===== config.mk =====
export PLATFORM = sky130hd
export DESIGN_NAME = pursq_top
export DESIGN_NICKNAME = d
export VERILOG_FILES = /design/src/pursq_counter.v /design/src/pursq_top.v
export VERILOG_INCLUDE_DIRS = /design/src
export SDC_FILE = /design/constraint.sdc
export NUM_CORES = 1
export LEC_CHECK = 0
export ABC_CLOCK_PERIOD_IN_PS = 1400
export BUFFER_PORTS_ARGS = -buffer_cell sky130_fd_sc_hd__clkbuf_2
export CORE_MARGIN = 2
export CORE_UTILIZATION = 40
export DETAILED_ROUTE_END_ITERATION = 12
export GPL_TIMING_DRIVEN = 0
export PLACE_DENSITY = 0.64
export SLEW_MARGIN = 20
export SYNTH_ARGS = -nofsm -noshare
export SYNTH_HDL_FRONTEND = slang
export SYNTH_HIERARCHICAL = 1
export SYNTH_SLANG_ARGS = --single-unit

===== constraint.sdc =====
create_clock -name mclk -period 1.4 [get_ports mclk]
set_clock_uncertainty 0.15 [all_clocks]
set_input_delay 0.07 -clock mclk [delete_from_list [all_inputs] [get_ports mclk]]
set_output_delay 0.07 -clock mclk [all_outputs]
set_load 0.005 [all_outputs]

===== src/pursq_defines.vh =====
// Constants for the power-up reset sequencer.
// Assumes a 25 MHz core clock; included by bare name.
`ifndef PURSQ_DEFINES_VH
`define PURSQ_DEFINES_VH

// Core clock period in picoseconds
`define PURSQ_CLK_PERIOD_PS 40000
// Extra hold time in the delayed mode, milliseconds
`define PURSQ_DELAY_MS      50
// Delay in clock cycles: 50 ms of 40 ns clocks is 1250000, sized to the counter
`define PURSQ_DELAY_CYC     21'h1312D0
// Counter width, enough for 1250000
`define PURSQ_CNT_W         21
// Power-on reset stretch after the synchroniser, in cycles
`define PURSQ_POR_CYC       5'h10
`define PURSQ_POR_W         5
// Required strap levels {status, request, enable}: high, high, low
`define PURSQ_STRAP_WANT    3'h6
// Mode codes
`define PURSQ_MODE_INSTANT  1'h0
`define PURSQ_MODE_DELAYED  1'h1

`endif


===== src/pursq_counter.v =====
// Saturating cycle counter with a terminal flag.
// Assumes an asynchronous clear from the design's released reset.
`timescale 1ns/1ps
`default_nettype none

module pursq_counter #(
  parameter       W     = 21,
  parameter [W-1:0] LIMIT = 21'h1
) (
  // Clock and reset
  input  wire         clk,
  input  wire         rst_n,
  // Control
  input  wire         run,
  // Status
  output reg  [W-1:0] count_q,
  output wire         done
);

  assign done = (count_q >= LIMIT);

  always @(posedge clk or negedge rst_n) begin
    if (!rst_n) begin
      count_q <= {W{1'b0}};
    end else if (run && !done) begin
      count_q <= count_q + {{(W-1){1'b0}}, 1'b1};
    end
  end

endmodule // pursq_counter

`default_nettype wire


===== src/pursq_top.v =====
// Power-up reset sequencer: immediate or 50 ms delayed release.
// Assumes one 25 MHz clock and board straps held after power-up.
`timescale 1ns/1ps
`default_nettype none
`include "pursq_defines.vh"

// Notes on behaviour
// - Two power-up modes: immediate, or with an added 50 ms delay.
// - Immediate mode: usable soon after supply is safe, no configuration step.
// - Power-on reset sets every register to its start value before operation.
// - After power-on reset, done output floats if straps are correct.
// - Delayed mode holds the device in reset 50 ms longer.
// - Done output driven low during delay, floats after 50 ms if straps are correct.
// - No configuration, emulation, upgrade or decryption mechanism exists.
module pursq_top #(
  parameter       MODE      = `PURSQ_MODE_DELAYED,
  parameter [`PURSQ_CNT_W-1:0] DELAY_CYC = `PURSQ_DELAY_CYC
) (
  // Clock and power-on reset
  input  wire mclk,
  input  wire rst_n,
  // Board strap inputs
  input  wire chip_en_n,
  input  wire cfg_req_n,
  input  wire cfg_stat_n,
  // Configuration-done pin
  output wire cfg_done_o,
  output wire cfg_done_oe,
  // Core reset and status
  output wire core_rst_n,
  output wire ready,
  output wire strap_ok
);

  localparam [1:0] ST_POR   = 2'h0;
  localparam [1:0] ST_DELAY = 2'h1;
  localparam [1:0] ST_RUN   = 2'h2;
  // Required strap levels: bit 0 enable, bit 1 request, bit 2 status
  localparam [2:0] STRAP_WANT = `PURSQ_STRAP_WANT;

  // Reset release and power-on stretch
  reg                    rsync1_q;
  reg                    rsync2_q;
  reg  [`PURSQ_POR_W-1:0] por_cnt_q;
  wire                   por_done;

  // Sequencer
  reg  [1:0]             state_q;
  reg  [1:0]             state_d;
  reg                    oe_q;
  reg                    oe_d;
  reg                    run_q;
  reg                    run_d;
  wire                   in_delay;
  wire                   dly_done;

  // Strap decode
  wire [2:0]             strap_pins;
  wire [2:0]             strap_hit;
  wire                   straps;
  genvar                 gi;

  always @(posedge mclk or negedge rst_n) begin
    if (!rst_n) begin
      rsync1_q <= 1'b0;
      rsync2_q <= 1'b0;
    end else begin
      rsync1_q <= 1'b1;
      rsync2_q <= rsync1_q;
    end
  end

  always @(posedge mclk or negedge rsync2_q) begin
    if (!rsync2_q) begin
      por_cnt_q <= {`PURSQ_POR_W{1'b0}};
    end else if (!por_done) begin
      por_cnt_q <= por_cnt_q + {{(`PURSQ_POR_W-1){1'b0}}, 1'b1};
    end
  end
  // Count stops at its limit, so the done flag stays up
  assign por_done = (por_cnt_q == `PURSQ_POR_CYC);

  assign strap_pins = {cfg_stat_n, cfg_req_n, chip_en_n};
  generate
    for (gi = 0; gi < 3; gi = gi + 1) begin : g_strap
      // One comparator per strap pin
      assign strap_hit[gi] = (strap_pins[gi] == STRAP_WANT[gi]);
    end
  endgenerate
  // A bad strap keeps the done pin low but never stops the core
  assign straps   = &strap_hit;
  assign strap_ok = straps;

  // Delay counter, 50 ms of clocks
  // Cleared only by reset, so the run state can never re-arm it
  assign in_delay = (state_q == ST_DELAY);
  pursq_counter #(
    .W     (`PURSQ_CNT_W),
    .LIMIT (DELAY_CYC)
  ) u_dly (
    .clk     (mclk),
    .rst_n   (rsync2_q),
    .run     (in_delay),
    .count_q (),
    .done    (dly_done)
  );

  always @* begin
    state_d = state_q;
    case (state_q)
      ST_POR: begin
        if (por_done) begin
          if (MODE == `PURSQ_MODE_DELAYED) begin
            state_d = ST_DELAY;
          end else begin
            state_d = ST_RUN;
          end
        end
      end
      ST_DELAY: begin
        if (dly_done) begin
          state_d = ST_RUN;
        end
      end
      ST_RUN: begin
        // Only a new power-on reset leaves this state
        state_d = ST_RUN;
      end
      default: begin
        // Unused code: restart the sequence
        state_d = ST_POR;
      end
    endcase
  end

  // Done pin driven low until running
  always @* begin
    // Pin driven unless the run state says otherwise
    oe_d = 1'b1;
    case (state_q)
      ST_POR: begin
        oe_d = 1'b1;
      end
      ST_DELAY: begin
        oe_d = 1'b1;
      end
      ST_RUN: begin
        oe_d = !straps;
      end
      default: begin
        oe_d = 1'b1;
      end
    endcase
  end

  // Core held in reset until run
  always @* begin
    // Core held unless running
    run_d = 1'b0;
    case (state_q)
      ST_POR: begin
        run_d = 1'b0;
      end
      ST_DELAY: begin
        run_d = 1'b0;
      end
      ST_RUN: begin
        run_d = 1'b1;
      end
      default: begin
        run_d = 1'b0;
      end
    endcase
  end

  always @(posedge mclk or negedge rsync2_q) begin
    if (!rsync2_q) begin
      state_q <= ST_POR;
    end else begin
      state_q <= state_d;
    end
  end

  // Pin starts driven low
  // Driven from reset on, so the board never sees an early done
  always @(posedge mclk or negedge rsync2_q) begin
    if (!rsync2_q) begin
      oe_q <= 1'b1;
    end else begin
      oe_q <= oe_d;
    end
  end

  // Core starts in reset
  // One flop for both core outputs keeps them in step
  always @(posedge mclk or negedge rsync2_q) begin
    if (!rsync2_q) begin
      run_q <= 1'b0;
    end else begin
      run_q <= run_d;
    end
  end

  // Driven low while held
  // Pin only ever drives low; the board's pull-up gives the high level
  assign cfg_done_o  = 1'b0;
  assign cfg_done_oe = oe_q;
  // No configuration logic; core just leaves reset
  assign core_rst_n  = run_q;
  assign ready       = run_q;

endmodule // pursq_top

`default_nettype wire


=== Word-level counts from Yosys, hierarchy flattened ===
Cells that the tools add are included.

* Input port bits: 5
* Register bits after elaboration: 32
* Word-level logic and storage cells: 27
* Output and inout port bits: 5

* Order comparisons: 1
* Reductions and logical operators: 6
* Multiplexer cells: 5
* Bitwise gates (word level): 1
* $add $sub $neg: 2
* Equal/unequal tests: 5

{| class="wikitable"
|+ Operator list
! kind !! count
|-
| $add 21x1->21 const B || 1
|-
| $ge 21x21->1 const B || 1
|-
| $pmux 2 s3 || 1
|-
| $add 5x1->5 const B || 1
|-
| $eq 5x5->1 const B || 1
|-
| $mux 2 || 2
|-
| $ne 2x2->1 const B || 2
|-
| $reduce_and 3->1 || 1
|-
| $eq 2x1->1 const B || 1
|-
| $eq 2x2->1 const B || 1
|-
| $logic_not 1->1 || 2
|-
| $logic_not 2->1 || 1
|-
| $mux 1 || 2
|-
| $reduce_and 2->1 || 1
|-
| $logic_and 1x1->1 || 1
|-
| $not 1->1 || 1
|}

=== Logic depth before layout (Yosys ltp) ===
* Word-level depth: 4
* Mapped depth: 7
* Gate-level depth less buffers: 7

=== Hierarchy ===
The synthesis kept the hierarchy.

{| class="wikitable"
|+ Modules (own cells, without submodules)
! module !! area an instance (µm²) !! sequential area each (µm²) !! times used !! cells an instance
|-
| pursq_counter || 1061.0 || 525.5 || 1 || 93
|-
| pursq_top || 518.0 || 276.5 || 1 || 42
|}

=== Worst setup path after synthesis ===
No wires, ideal clock.

* Kind: reg2reg
* From: reg u_dly.count_q[9]
* To: reg state_q[0]
* Stages on the path, launching flop included: 8
* Arrival: 1.782 ns
* Slack: -0.657 ns
* Clock period less this slack: 2.057 ns
* Setup time: 0.125 ns
* Path through: dfrtp_1 nand2_1 a31oi_1 nor2_8 inv_4 inv_1 a2bb2oi_2 mux2_2

* Word-level cells in the longest chain between the ends: 3

{| class="wikitable"
|+ RTL lines
! what !! RTL line !! RTL
|-
| from (decl) || pursq_counter.v:16 || <nowiki>output reg [W-1:0] count_q,</nowiki>
|-
| from (signal assigned) || pursq_counter.v:24 || <nowiki>count_q <= {W{1'b0}};</nowiki>
|-
| from (signal assigned) || pursq_counter.v:26 || <nowiki>count_q <= count_q + {{(W-1){1'b0}}, 1'b1};</nowiki>
|-
| $ge 21x21->1 || pursq_counter.v:20 || <nowiki>assign done = (count_q >= LIMIT);</nowiki>
|-
| named net dly_done || pursq_top.v:55 || <nowiki>wire dly_done;</nowiki>
|-
| $ne 2x2->1 (no line) || -- ||
|-
| $reduce_and 2->1 (no line) || -- ||
|-
| to (signal assigned) || pursq_top.v:180 || <nowiki>state_q <= state_d;</nowiki>
|-
| to (decl) || pursq_top.v:48 || <nowiki>reg [1:0] state_q;</nowiki>
|}

The timed path passes the listed nets, and every way through them passes these cells.
A chain may end at the register's enable or synchronous reset.

=== Worst setup path after layout ===
* From: reg u_dly.count_q[18]
* To: reg state_q[1]

Same word-level chain as after synthesis.

==> out/summary.txt <==
Total CTS buffers: 5
DRC Markers: 0
Worst R2R Setup Slack: -0.65 ns
Final setup margin: -0.653 ns
Multi-input gate area in the final layout: 817 sq um
Ranking of synthesized cells by area: dfrtp_1 49%, xnor2_1 6.7%, ha_1 6.3%, xor2_1 6.1%, and3_1 3.2%
Synthesized area: 0.00158 sq mm
Core area: 0.00372 sq mm
Seq/Total Area, Yosys: 0.508
Main synth FF type: dfrtp_1
Slew @ Worst Pin: 0.663 ns
Synth Area in Compound Gates: 0.0365
GR Util met2: 0.264
CTS tree: yes
CTS sink cnt: 32
Die Ht: 66.8 um
Initial core utilization: 0.425
Vias in the first global route: 1103
Top cells by count, synth: 31 x dfrtp_1, 12 x xnor2_1, 11 x xor2_1
Routed Antenna Nets: 0
PD cells: 817 mW/mm^2
H-tree Lvls: 2
Post-synth EDFFs: 0
Worst Path Required: 1.42 ns
RD Place Congestion: 0.790
Syn nets: 148
Achievable frequency: 487 MHz
Die width: 66.8 um
WP data arrival: 2.07 ns
Vias: 1051
Slew margin rel.: 0.558
DR WL/cell: 14.0 um
Cell accounting for the most synthesized area: dfrtp_1
Row count: 22
Grt peak-use layer: met2
Max FO, Critical Path: 6
Most common cell in the netlist: dfrtp_1
Minimum clock period: 2.05 ns
Inserted Diodes: 0
Ys Warns: 6
Finish-stage setup viols: 24
CP Capture Type: flop
Dpl cell area: 0.00169 sq mm
Detailed Place HPWL: 1960 um
Synth cell types: 31
Antenna violations before repair: 0
Unrepaired setup endpoints after global routing: true
Synth-to-layout area growth: 26.4%
Routed WL: 3000 um
Nets: 178
Startpoint type of the worst setup path: flop
Post-Synth Simple-Gate Area: 0.197
Largest family of logic cells by synthesized area: simple AND/OR/NAND/NOR gates
Peak supply drop: 0.000490 V
Final hold viol count: 0
Reg2Reg Depth: 7
Adder-Cell Fraction of Synth Area: 0.0634
Gr ovfl total: 0
Multiplexer share of the synthesized area: 0.0285
Met1 Use GR: 0.183
Post-synth top area share: 0.491
Clk Latency, worst-skew pair: 0.28 ns
Hold WC Path Type: reg2async
CTS root buf: clkbuf_8
Die area: 0.00447 sq mm
Reg clk slew, reported paths: 0.06 ns
Setup CP Type: reg2reg
IO Port Bufs: 8
Final Max Slew Viols: 0
FF-to-FF End: state_q[1]
DR iter-0 viols: 36
Final instance area: 0.00200 sq mm
Filler Cell Count: 326
Share of cells above drive strength 1: 0.331
Clock buffer depth: 2
Met3 GRT Util: 0.0659
Leakage: 0.997 nW
GRT Total Usage: 0.162
Global-route wire length before repair: 5060 um
Failing checks: setup timing
Max Cap Violations: 0
Synth Area in XOR/XNOR: 0.128
Status: finished with violations
Storage cell area: 803 sq um
Ports: 10
Post-synthesis cell count: 135
#FFs+latches synth: 32
Pin count of the biggest net entering global routing: 31
Setup crit start: u_dly/count_q[18]
DRT Pass-1 Iters: 3
Routed vias/inst: 4.91
Async set-reset flop share out of synthesis: 1.00
Hold slack: 0.157 ns
Worst r2r src: u_dly/count_q[18]
Fin crit share: 1.47
Mapped Avg Cell Area: 11.7 sq um
[repair_timing]
item | CTS | global route
setup buffers | 9 | 1
setup endpoints to repair | 24 | 25
hold buffers | 4 | 2
pin swaps | 8 | 6
endpoints found under the hold margin | 3 | 1
resized for setup | 11 | 10
[worst max path at each step]
stage,slack (ns),to,cells after the start
after CTS,-0.69,u_dly/count_q[1],5
after global routing,-0.71,state_q[1],7
after global placement,-0.69,state_q[0],7
after floorplan,-0.60,state_q[0],7
final,-0.65,state_q[1],7
after detailed placement,-0.74,state_q[1],7
[worst max-delay path, cell delays in order (launching register included)]
cell,delay (ns)
dfrtp_1,0.38
or4_4,0.54
o221a_4,0.28
nor2_8,0.15
inv_6,0.07
inv_2,0.05
a2bb2oi_2,0.05
mux2_2,0.26
[logic make-up (layout without fill, tap and decap cells)]
group,count (synthesis),after routing
simple gates,49,49
flops,32,32
xor+xnor,23,23
buf+inv,12,43
fa+ha+maj,8,8
compound gates,5,5
mux,4,4
other cells,2,2
[metrics by stage]
stage	setup WS, ns	power, mW	setup TNS, ns	utilization	std cells
after detailed placement	-0.739	0.975	-14.28	0.456	191
after global routing	-0.712	1.72	-14.81	0.537	214
after CTS	-0.693	1.66	-14.14	0.520	212
after global placement	-0.692	0.973	-13.27	0.455	191
final	-0.653	1.63	-13.37	0.537	214
after floorplan	-0.603	0.962	-10.82	-	135
[cells in the final DEF (no fill, tap or decap), drive strengths merged]
cell	instances
a2bb2oi	1
a31oi	1
and2	2
and3	8
and4	1
and4bb	1
buf	12
clkbuf	15
clkinv	1
conb	2
dfrtp	31
dfstp	1
dlygate4sd3	5
ha	8
inv	10
mux2	4
nand2	7
nand3	9
nand4	6
nor2	8
nor3	4
nor4	1
o2111ai	1
o21bai	1
o221a	1
or2	1
or4	1
xnor2	12
xor2	11
[sequential cells by signal (all words and copies together) (netlist names)]
signal	cells
u_dly/count_q	21
rsync2_q	1
por_cnt_q	5
state_q	2
core_rst_n	1
rsync1_q	1
cfg_done_oe	1
[metal layers]
metal,routed length (um),share of wire
met2,1620,0.54
met3,92,0.031
met5,0,0
met4,29,0.0097
met1,1270,0.42
[cell type report]
type / instances / share of cell area
buffer: 2 / 0.00752
sequential: 32 / 0.403
clock buffer: 7 / 0.0382
inverter: 10 / 0.0213
tap: 48 / 0.0301
clock inverter: 1 / 0.00251
timing repair buffer: 23 / 0.0884
multi-input combinational: 91 / 0.409
[report_power, final]
| part | leakage [nW] | internal (mW) | switching (mW) |
|---|---|---|---|
| combinational | 0.550 | 0.0162 | 0.00780 |
| clock | 0.0422 | 0.348 | 0.314 |
| sequential | 0.405 | 0.928 | 0.0170 |
No activity file was read; power rests on OpenSTA's default activity.
